### src/logic/irc_pkg.sv
// package for the isochronous receive context control and status block
package irc_pkg;
	localparam int NUM_CTX = 4;
	localparam logic [11:0] OFS_CTL_SET = 12'h400;
	localparam logic [11:0] OFS_CTL_CLR = 12'h404;
	localparam logic [11:0] OFS_CMD_PTR = 12'h40C;
	localparam logic [11:0] CTX_STRIDE = 12'h020;
	localparam int BIT_FILL = 31;
	localparam int BIT_RUN = 15;
	localparam int BIT_WAKE = 12;
	localparam int BIT_HALT = 11;
	localparam int BIT_ACTIVE = 10;
	localparam int BIT_BETA = 9;
	localparam int SPD_LSB = 5;
	localparam int EVT_LSB = 0;
	localparam logic [2:0] SPD_100 = 3'h0;
	localparam logic [2:0] SPD_200 = 3'h1;
	localparam logic [2:0] SPD_400 = 3'h2;
	localparam logic [2:0] SPD_800 = 3'h3;
	localparam logic [4:0] EVT_NONE = 5'h00;
	localparam logic [4:0] EVT_LONG_PACKET = 5'h02;
	localparam logic [4:0] EVT_DESC_READ = 5'h04;
	localparam logic [4:0] EVT_DATA_WRITE = 5'h06;
	localparam logic [4:0] EVT_OVERRUN = 5'h08;
	localparam logic [4:0] EVT_UNKNOWN = 5'h0E;
	localparam logic [4:0] ACK_COMPLETE = 5'h11;
	localparam logic [4:0] ACK_DATA_ERROR = 5'h1D;
	localparam logic [31:0] CMD_PTR_RESET = 32'h0000_0000;

	typedef struct packed {
		logic [11:0] addr;
		logic [31:0] wdata;
		logic wr;
		logic rd;
	} irc_bus_req_t;

	// one packet completion report from the receive data path
	typedef struct packed {
		logic valid;
		logic [1:0] ctx;
		logic beta;
		logic [2:0] speed;
		logic len_err;
		logic crc_err;
		logic overrun;
		logic long_pkt;
	} irc_pkt_t;

	// engine-side events per context
	typedef struct packed {
		logic fetch;
		logic fatal;
		logic [4:0] fatal_code;
		logic idle;
		logic [31:0] ptr;
		logic ptr_load;
	} irc_eng_t;

	typedef struct packed {
		logic run;
		logic wake;
		logic halt;
		logic active;
		logic beta;
		logic [2:0] speed;
		logic [4:0] evt;
		logic fill;
		logic [31:0] ptr;
	} irc_ctx_t;

	typedef enum logic [1:0] {
		IRC_IDLE = 2'b00,
		IRC_ACTIVE = 2'b01,
		IRC_HALTED = 2'b11
	} irc_state_t;
endpackage

### src/logic/irc_ctx.sv
// one isochronous receive context: control flags, status and state machine
`timescale 1ns/1ps
module irc_ctx (
	input wire logic clk_sys,
	input wire logic sys_rst,
	input wire logic sw_rst,
	input wire logic set_wr,
	input wire logic clr_wr,
	input wire logic [31:0] wdata,
	input wire irc_pkg::irc_pkt_t pkt,
	input wire irc_pkg::irc_eng_t eng,
	output irc_pkg::irc_ctx_t ctx_q,
	output irc_pkg::irc_state_t state_q,
	output logic resp_beta
);
	typedef struct packed {
		irc_pkg::irc_ctx_t c;
		irc_pkg::irc_state_t st;
	} irc_cst_t;

	irc_cst_t st_ff;
	irc_cst_t nxt_st;
	logic run_rise;
	logic run_fall;

	always_comb begin
		nxt_st = st_ff;
		run_rise = set_wr && wdata[irc_pkg::BIT_RUN] && !st_ff.c.run;
		run_fall = clr_wr && wdata[irc_pkg::BIT_RUN] && st_ff.c.run;
		if (set_wr) begin
			if (wdata[irc_pkg::BIT_RUN])
				nxt_st.c.run = 1'b1;
			if (wdata[irc_pkg::BIT_WAKE])
				nxt_st.c.wake = 1'b1;
			if (wdata[irc_pkg::BIT_FILL] && !st_ff.c.run && !st_ff.c.active)
				nxt_st.c.fill = 1'b1;
		end
		if (clr_wr) begin
			if (wdata[irc_pkg::BIT_RUN])
				nxt_st.c.run = 1'b0;
			if (wdata[irc_pkg::BIT_FILL] && !st_ff.c.run && !st_ff.c.active)
				nxt_st.c.fill = 1'b0;
		end
		if (run_fall)
			nxt_st.c.halt = 1'b0;
		if (eng.ptr_load && !st_ff.c.run)
			nxt_st.c.ptr = eng.ptr;
		if (eng.fetch && st_ff.st == irc_pkg::IRC_ACTIVE &&
				!(set_wr && wdata[irc_pkg::BIT_WAKE]))
			nxt_st.c.wake = 1'b0;
		case (st_ff.st)
			irc_pkg::IRC_IDLE: begin
				if (run_rise)
					nxt_st.st = irc_pkg::IRC_ACTIVE;
			end
			irc_pkg::IRC_ACTIVE: begin
				if (!nxt_st.c.run)
					nxt_st.st = irc_pkg::IRC_IDLE;
				else if (eng.fatal) begin
					nxt_st.c.halt = 1'b1;
					nxt_st.c.evt = eng.fatal_code;
					nxt_st.st = irc_pkg::IRC_HALTED;
				end else if (eng.idle && !nxt_st.c.wake)
					nxt_st.st = irc_pkg::IRC_IDLE;
			end
			irc_pkg::IRC_HALTED: begin
				if (!nxt_st.c.run)
					nxt_st.st = irc_pkg::IRC_IDLE;
			end
			default: nxt_st.st = irc_pkg::IRC_IDLE;
		endcase
		if (st_ff.st == irc_pkg::IRC_IDLE && st_ff.c.run && st_ff.c.wake &&
				!st_ff.c.halt)
			nxt_st.st = irc_pkg::IRC_ACTIVE;
		nxt_st.c.active = (nxt_st.st == irc_pkg::IRC_ACTIVE);
		if (pkt.valid && st_ff.st == irc_pkg::IRC_ACTIVE) begin
			nxt_st.c.beta = pkt.beta;
			nxt_st.c.speed = pkt.speed;
			if (st_ff.c.fill) begin
				if (pkt.len_err || pkt.crc_err || pkt.overrun)
					nxt_st.c.evt = st_ff.c.evt;
				else
					nxt_st.c.evt = irc_pkg::ACK_COMPLETE;
			end else begin
				if (pkt.overrun)
					nxt_st.c.evt = irc_pkg::EVT_OVERRUN;
				else if (pkt.long_pkt)
					nxt_st.c.evt = irc_pkg::EVT_LONG_PACKET;
				else if (pkt.len_err || pkt.crc_err)
					nxt_st.c.evt = irc_pkg::ACK_DATA_ERROR;
				else
					nxt_st.c.evt = irc_pkg::ACK_COMPLETE;
			end
		end
		if (sw_rst) begin
			nxt_st.c.run = 1'b0;
			nxt_st.c.wake = 1'b0;
			nxt_st.c.halt = 1'b0;
			nxt_st.c.active = 1'b0;
			nxt_st.st = irc_pkg::IRC_IDLE;
		end
	end

	always_ff @(posedge clk_sys) begin
		if (sys_rst) begin
			st_ff <= '0;
			st_ff.c.ptr <= irc_pkg::CMD_PTR_RESET;
			st_ff.c.evt <= irc_pkg::EVT_NONE;
			st_ff.st <= irc_pkg::IRC_IDLE;
		end else begin
			st_ff <= nxt_st;
		end
	end

	assign ctx_q = st_ff.c;
	assign state_q = st_ff.st;
	assign resp_beta = st_ff.c.beta;

	run_hold_a: assert property (@(posedge clk_sys) disable iff (sys_rst)
		(!set_wr && !clr_wr && !sw_rst) |=> $stable(st_ff.c.run))
		else $error("run changed without software");
	halt_clear_a: assert property (@(posedge clk_sys) disable iff (sys_rst)
		run_fall |=> !st_ff.c.halt)
		else $error("halt not cleared with run");
	active_run_a: assert property (@(posedge clk_sys) disable iff (sys_rst)
		st_ff.c.active |-> st_ff.c.run)
		else $error("active without run");
	wake_fetch_a: assert property (@(posedge clk_sys) disable iff (sys_rst)
		(eng.fetch && st_ff.st == irc_pkg::IRC_ACTIVE && !set_wr && !sw_rst)
		|=> !st_ff.c.wake)
		else $error("wake not cleared on fetch");
	fatal_halt_a: assert property (@(posedge clk_sys) disable iff (sys_rst)
		(eng.fatal && st_ff.st == irc_pkg::IRC_ACTIVE && nxt_st.c.run && !sw_rst)
		|=> st_ff.c.halt && !st_ff.c.active)
		else $error("fatal did not halt");
	start_run_a: assert property (@(posedge clk_sys) disable iff (sys_rst)
		(run_rise && !sw_rst) |=> st_ff.c.active)
		else $error("run did not start context");
	fill_code_a: assert property (@(posedge clk_sys) disable iff (sys_rst)
		(pkt.valid && st_ff.c.fill && st_ff.st == irc_pkg::IRC_ACTIVE && !eng.fatal
		&& (pkt.crc_err || pkt.len_err || pkt.overrun)) |=> $stable(st_ff.c.evt))
		else $error("bad packet not backed out");
	beta_rx_a: assert property (@(posedge clk_sys) disable iff (sys_rst)
		(pkt.valid && st_ff.st == irc_pkg::IRC_ACTIVE && !sw_rst)
		|=> st_ff.c.beta == $past(pkt.beta))
		else $error("beta flag not captured");
	run_cov_c: cover property (@(posedge clk_sys) run_rise ##[1:20] run_fall);
	halt_cov_c: cover property (@(posedge clk_sys) st_ff.st == irc_pkg::IRC_HALTED);
	wake_cov_c: cover property (@(posedge clk_sys) st_ff.c.wake ##1 !st_ff.c.wake);
endmodule

### src/logic/irc_top.sv
// register file and four isochronous receive contexts
`timescale 1ns/1ps
//
// Functional notes
// - run bit starts and stops processing
// - run changes only by software or reset
// - bits 14 and 13 read zero
// - wake resumes descriptor processing
// - descriptor fetch clears wake
// - fatal error sets halt flag
// - clearing run clears halt flag
// - active shows descriptor processing
// - beta flag from physical layer
// - beta request gets beta response
// - bit 8 reads zero
// - speed code reports receive rate
// - fill mode limited event codes
// - fill mode backs out bad packets
// - per-buffer mode limited event codes
// - first descriptor from command pointer
// - four independent contexts
// - command pointer is read-only
// - set and clear addresses per context
module irc_top (
	input wire logic clk_sys,
	input wire logic sys_rst,
	input wire logic sw_rst,
	input wire irc_pkg::irc_bus_req_t bus,
	output logic [31:0] rdata,
	input wire irc_pkg::irc_pkt_t pkt,
	input wire irc_pkg::irc_eng_t [3:0] eng,
	output logic [3:0] ctx_active,
	output logic [3:0] resp_beta
);
	typedef struct packed {
		logic [31:0] rdata;
	} irc_top_st_t;

	irc_top_st_t st_ff;
	irc_top_st_t nxt_st;
	irc_pkg::irc_ctx_t [3:0] ctx_q;
	irc_pkg::irc_state_t [3:0] state_q;
	logic [3:0] set_wr;
	logic [3:0] clr_wr;

	function automatic logic [11:0] ctx_base(input logic [1:0] n);
		ctx_base = irc_pkg::CTX_STRIDE * {10'h000, n};
	endfunction

	function automatic logic [31:0] ctl_word(input irc_pkg::irc_ctx_t c);
		logic [31:0] w;
		w = 32'h0000_0000;
		w[irc_pkg::BIT_FILL] = c.fill;
		w[irc_pkg::BIT_RUN] = c.run;
		w[irc_pkg::BIT_WAKE] = c.wake;
		w[irc_pkg::BIT_HALT] = c.halt;
		w[irc_pkg::BIT_ACTIVE] = c.active;
		w[irc_pkg::BIT_BETA] = c.beta;
		w[irc_pkg::SPD_LSB +: 3] = c.speed;
		w[irc_pkg::EVT_LSB +: 5] = c.evt;
		ctl_word = w;
	endfunction

	for (genvar i = 0; i < irc_pkg::NUM_CTX; i++) begin : g_ctx
		assign set_wr[i] = bus.wr &&
			bus.addr == irc_pkg::OFS_CTL_SET + ctx_base(2'(i));
		assign clr_wr[i] = bus.wr &&
			bus.addr == irc_pkg::OFS_CTL_CLR + ctx_base(2'(i));
		irc_ctx u_ctx (
			.clk_sys(clk_sys),
			.sys_rst(sys_rst),
			.sw_rst(sw_rst),
			.set_wr(set_wr[i]),
			.clr_wr(clr_wr[i]),
			.wdata(bus.wdata),
			.pkt(pkt.valid && pkt.ctx == 2'(i) ? pkt : '0),
			.eng(eng[i]),
			.ctx_q(ctx_q[i]),
			.state_q(state_q[i]),
			.resp_beta(resp_beta[i])
		);
		assign ctx_active[i] = ctx_q[i].active;
	end

	always_comb begin
		nxt_st.rdata = 32'h0000_0000;
		if (bus.rd) begin
			for (int i = 0; i < irc_pkg::NUM_CTX; i++) begin
				if (bus.addr == irc_pkg::OFS_CTL_SET + ctx_base(2'(i)) ||
						bus.addr == irc_pkg::OFS_CTL_CLR + ctx_base(2'(i)))
					nxt_st.rdata = ctl_word(ctx_q[i]);
				if (bus.addr == irc_pkg::OFS_CMD_PTR + ctx_base(2'(i)))
					nxt_st.rdata = ctx_q[i].ptr;
			end
		end
	end

	always_ff @(posedge clk_sys) begin
		if (sys_rst)
			st_ff <= '0;
		else
			st_ff <= nxt_st;
	end

	assign rdata = st_ff.rdata;

	rsvd_zero_a: assert property (@(posedge clk_sys) disable iff (sys_rst)
		rdata[14:13] == 2'b00 && rdata[8] == 1'b0 || rdata == ctx_q[0].ptr
		|| rdata == ctx_q[1].ptr || rdata == ctx_q[2].ptr || rdata == ctx_q[3].ptr)
		else $error("reserved bits read nonzero");
	ptr_ro_a: assert property (@(posedge clk_sys) disable iff (sys_rst)
		(bus.wr && bus.addr == irc_pkg::OFS_CMD_PTR && !eng[0].ptr_load)
		|=> $stable(ctx_q[0].ptr))
		else $error("pointer changed by write");
	rd_cov_c: cover property (@(posedge clk_sys) bus.rd ##1 rdata != 32'h0000_0000);
endmodule

### config.mk
export PLATFORM = sky130hd
export DESIGN_NAME = irc_top
export DESIGN_NICKNAME = d
export VERILOG_FILES = /design/src/logic/irc_pkg.sv /design/src/logic/irc_ctx.sv /design/src/logic/irc_top.sv
export SDC_FILE = /design/constraint.sdc
export NUM_CORES = 1
export LEC_CHECK = 0
export CAP_MARGIN = 5
export CORE_UTILIZATION = 54
export DETAILED_ROUTE_END_ITERATION = 10
export DONT_BUFFER_PORTS = 1
export HOLD_SLACK_MARGIN = 0.06
export PLACE_DENSITY = 0.75
export SETUP_SLACK_MARGIN = 0.15
export SYNTH_ARGS = -nofsm -noshare
export SYNTH_HDL_FRONTEND = slang
export SYNTH_HIERARCHICAL = 1
export SYNTH_SLANG_ARGS = --single-unit
### constraint.sdc
create_clock -name clk_sys -period 4.5 [get_ports clk_sys]
set_clock_uncertainty 0.15 [all_clocks]
set_input_delay 0.675 -clock clk_sys [delete_from_list [all_inputs] [get_ports clk_sys]]
set_output_delay 0.675 -clock clk_sys [all_outputs]
set_load 0.005 [all_outputs]
[After elaboration in Yosys (flattened, before gate mapping)]
Index checks and enable logic that the tools add are counted.
Word-level totals
  flip-flop bits (word level): 224
  output and inout port bits: 40
Operators by class
  eq/ne operators: 31
  muxes and demuxes: 132
  bitwise logic cells: 1
  reduce and logical (&&, ||, !) cells: 127
Operators by type and width (number)
  2-to-1 mux 32 bit: 8
  2-to-1 mux 5 bit: 32
  == test 12 x 11 -> 1 bit, second input constant: 12
  logical AND 1 bit: 72
  2-to-1 mux 2 bit: 28
  2-to-1 mux 1 bit: 52
  2-to-1 mux 11 bit: 4
  case mux 2 bit (3 select lines): 4
  nonzero test 2 bit: 12
  logical NOT 1 bit: 20
  == test 2 x 1 -> 1 bit, second input constant: 9
  2-to-1 mux 4 bit: 4
  AND reduction 4 bit: 4
  == test 2 bit, second input constant: 6
  logical OR 1 bit: 12
  inequality test 3 bit, second input constant: 4
  logical NOT 2 bit: 5
  OR reduction 2 bit: 2
  NOT 1 bit: 1

[Logic depth before layout (Yosys ltp)]
  depth in word-level cells: 14
  depth in mapped cells: 10

[Modules after synthesis]
The synthesis kept the hierarchy.
By module, submodules not included
  irc_ctx: instances 4, cells an instance 232, area an instance 1871.8 sq um, sequential area each 960.9 sq um
  irc_top: instances 1, cells an instance 384, area an instance 3036.7 sq um, sequential area each 640.6 sq um

[Worst setup path after synthesis]
Ideal clock, no wire load.
  path kind: input -> register
  start: input bus[43] (netlist bit)
  end: register g_ctx[2].u_ctx.st_ff (netlist bit g_ctx[2].u_ctx/ctx_q[34])
  arrival time: 2.652 ns
  slack: 1.580 ns
  stages: 9
  buffers on the path: 3
  cells stage by stage: or4_1 -> buf_2 -> clkbuf_1 -> nor3_1 -> nand2_1 -> a31o_2 -> and2_1 -> buf_6 -> o2111a_1
On the way
  elaborated cells between the ends (all ways): 9
  those cells by class: 2 x eq/ne; 3 x mux; 4 x reduce/logical
RTL lines
  from (decl): RTL line irc_top.sv:28  | input wire irc_pkg::irc_bus_req_t bus,
  == test 12 x 11 -> 1 bit: RTL line irc_top.sv:68  | bus.addr == irc_pkg::OFS_CTL_CLR + ctx_base(2'(i));
  logical AND 1 bit: RTL line irc_top.sv:67  | assign clr_wr[i] = bus.wr &&
  named net clr_wr[2]: RTL line irc_top.sv:44  | logic [3:0] clr_wr;
  2-to-1 mux 1 bit: RTL line irc_ctx.sv:38  | if (clr_wr) begin
  nonzero test 2 bit (no source line)
  AND reduction 4 bit (no source line)
  to (signal assigned): RTL line irc_ctx.sv:111  | st_ff <= nxt_st;
  to (decl): RTL line irc_ctx.sv:21  | irc_cst_t st_ff;
The timed path passes the listed nets, and every way through them passes these cells.
A chain may end at the register's enable or synchronous reset.

[Worst setup path after layout]
  start: input bus[35] (netlist bit)
  end: register g_ctx[0].u_ctx.st_ff (netlist bit g_ctx[0].u_ctx/ctx_q[37])
On the way
  longest elaborated chain between the ends: 7
  elaborated cells between the ends (all ways): 9
  those cells by class: 2 x eq/ne; 3 x mux; 4 x reduce/logical
RTL lines
  == test 12 x 11 -> 1 bit *: RTL line irc_top.sv:66  | bus.addr == irc_pkg::OFS_CTL_SET + ctx_base(2'(i));
  logical AND 1 bit *: RTL line irc_top.sv:65  | assign set_wr[i] = bus.wr &&
  named net set_wr[0]: RTL line irc_top.sv:43  | logic [3:0] set_wr;
  2-to-1 mux 2 bit *: RTL line irc_ctx.sv:30  | if (set_wr) begin
  2-to-1 mux 1 bit: RTL line irc_ctx.sv:39  | if (wdata[irc_pkg::BIT_RUN])
  2-to-1 mux 1 bit *: RTL line irc_ctx.sv:38
  nonzero test 2 bit (no source line) *
  AND reduction 4 bit (no source line) *
  to (signal assigned): RTL line irc_ctx.sv:111
  to (decl): RTL line irc_ctx.sv:21
The timed path passes the listed nets; every way through them passes the cells marked *.

==> impl_metrics.tcl <==
set metrics [dict create \
    cp_num_buf_inv 0 \
    cts_root_buffer "sky130_fd_sc_hd__clkbuf_16" \
    syn_area_per_cell_um2 8.03 \
    synth-warning-count 6 \
    critical_path_peak_fanout 9 \
    mappedNetlistArea_um2 10500 \
    io_buffers 0 \
    grt_pass1_wl_mm 48.7 \
    required_time_at_the_endpoint_of_the_critical_path_ns 4.80 \
    criticalPathCategory "primary input to flop" \
    place_hpwl_mm 23.0 \
    detail_route.vias_per_cell 6.33 \
    layout_min_cycle_time_ns 2.81 \
    layout-drive-gt1-share 0.0679 \
    first_pass_iters 6 \
    ratio_of_total_power_to_cell_area_nw_per_um2 398 \
    worstPathCellList "nor3_2 > nand3b_1 > nor3_1 > a21o_1 > a31o_2 > and2_1 > mux2i_1" \
    worstSkewPairLatency_ns 0.53 \
    power_leakage_uw 0.00390 \
    post_cts_resize_count 0 \
    setup_ws_ns 1.69 \
    drt-total-wl_mm 32.4 \
    path_delay_family "simple AND/OR/NAND/NOR gates" \
    setup_total_negative_slack_ns 0 \
    area.growth.synth_to_final_pct 8.29 \
    htreeDepth 1 \
    max_slew.worst_pin.slew_ns 1.18 \
    initial_antenna_violation_count 0 \
    wl_met2_mm 13.8 \
    route.top_layer_used "met4" \
    start_kind "primary input" \
    max_slew_violation_total_from_the_final_report 0 \
    ant_nets 0 \
    drc_errors 0 \
    postSynthNetCount 1534 \
    drv_cap 0 \
    n_antenna_cell 0 \
    design.die.area_um2 20000 \
    status "completed" \
    worst_setup_hold_path_clk_slew_ns 0.06 \
    critPathCaptureType "flop" \
    grt_overflow_total 0 \
    rsz0062_at_grt "false" \
    worst_slew_margin_rel 0.202 \
    grt.total_usage 0.314 \
    number_of_buffers_created_by_cts 24 \
    slowest_delay_ns 0.59 \
    ir_worst_vdd_v 0.000279 \
    grt_pass1_vias 8654 \
    critPathSlowestCell "sky130_fd_sc_hd__nor3_2" \
    die_h_um 142 \
    mostFrequentLayoutCells "sky130_fd_sc_hd__nand2_1, sky130_fd_sc_hd__dfxtp_1, sky130_fd_sc_hd__a21oi_1" \
    critPathArrivalTime_ns 3.11 \
    fmaxAchievable_ghz 0.356 \
    tritoncts "built" \
    ioPinCount 264 \
    fillers 1759 \
    final.hold.worst_slack_ns 0.0666 \
    detailed_route_iter0_violations 1216 \
    hold_path.class "primary input to flop" \
    netlist_instances 1310 \
    gp_routability_congestion 0.911 \
    wl_per_cell_um 21.2 \
    drt-met1-wl_mm 14.0 \
    min_period_over_period 0.625 \
    die_width_um 142 \
    detailedPlace.worstSlack_ns 1.27 \
    finalSetupViolations 0 \
    hold_viol 0 \
    met3_length_mm 3.26 \
    num-nets-final 1473 \
    postLayoutCoreUtil 0.603 \
    postCtsHoldBufs 0 \
    cts-root-to-sink-buffers 3 \
    design.core.area_um2 18900 \
    start_util 0.556 \
    postCtsSetupRepairBufs 0 \
    clkSinkCount 224 \
    layout.cells.most_common "sky130_fd_sc_hd__nand2_1" \
    floorplan.rows 50 \
    largest_net_degree_at_the_start_of_global_routing 183 \
    vias 9665 \
]
where the power goes:
part / switching [uW] / internal, uW / leakage, uW / total, uW
logic: 140 / 87.6 / 0.00164 / 228
registers: 37.4 / 2050 / 0.00183 / 2080
clock network: 824 / 1390 / 0.000435 / 2220
total: 1000 / 3530 / 0.00390 / 4530
metal layers:
| metal | GRT usage | vias to the layer above |
|---|---|---|
| met4 | 0.130 | 0 |
| met2 | 0.454 | 508 |
| li1 | - | 4546 |
| met1 | 0.450 | 4520 |
| met3 | 0.0672 | 91 |
| met5 | 0 | - |
flip-flops by register name, summed over array words and instances, names as in the netlist:
name                   count
rdata                     32
g_ctx.u_ctx/state_q        8
g_ctx.u_ctx/ctx_q        180
g_ctx.u_ctx/resp_beta      4
cell type report:
| type | count | area, um2 | area share |
|---|---|---|---|
| Timing Repair Buffer | 13 | 97.6 | 0.00857 |
| Multi-Input combinational cell | 955 | 5460 | 0.480 |
| Tap cell | 260 | 325 | 0.0286 |
| Clock inverter | 14 | 239 | 0.0210 |
| Sequential cell | 224 | 4480 | 0.394 |
| Clock buffer | 30 | 663 | 0.0582 |
| Inverter | 31 | 116 | 0.0102 |
metrics by stage:
| stage | instances | total power [uW] | area [um2] |
|---|---|---|---|
| CTS | 1527 | 4540 | 11400 |
| global placement | 1483 | 2340 | 10500 |
| finish | 1527 | 4530 | 11400 |
| floorplan | 1310 | 2330 | 10500 |
| global route | 1527 | 4670 | 11400 |
| detailed placement | 1483 | 2350 | 10500 |
final timing paths:
check                            from                        to  slack [ns]  cells after the start
max                           bus[35]  g_ctx[0].u_ctx/ctx_q[37]        1.69                      7
min                           sys_rst   g_ctx[0].u_ctx/ctx_q[0]        0.07                      1
max reg2reg  g_ctx[0].u_ctx/ctx_q[45]                 rdata[15]        2.30                      4
min reg2reg  g_ctx[1].u_ctx/ctx_q[20]  g_ctx[1].u_ctx/ctx_q[20]        0.30                      2
No activity file was read; power rests on OpenSTA's default activity.
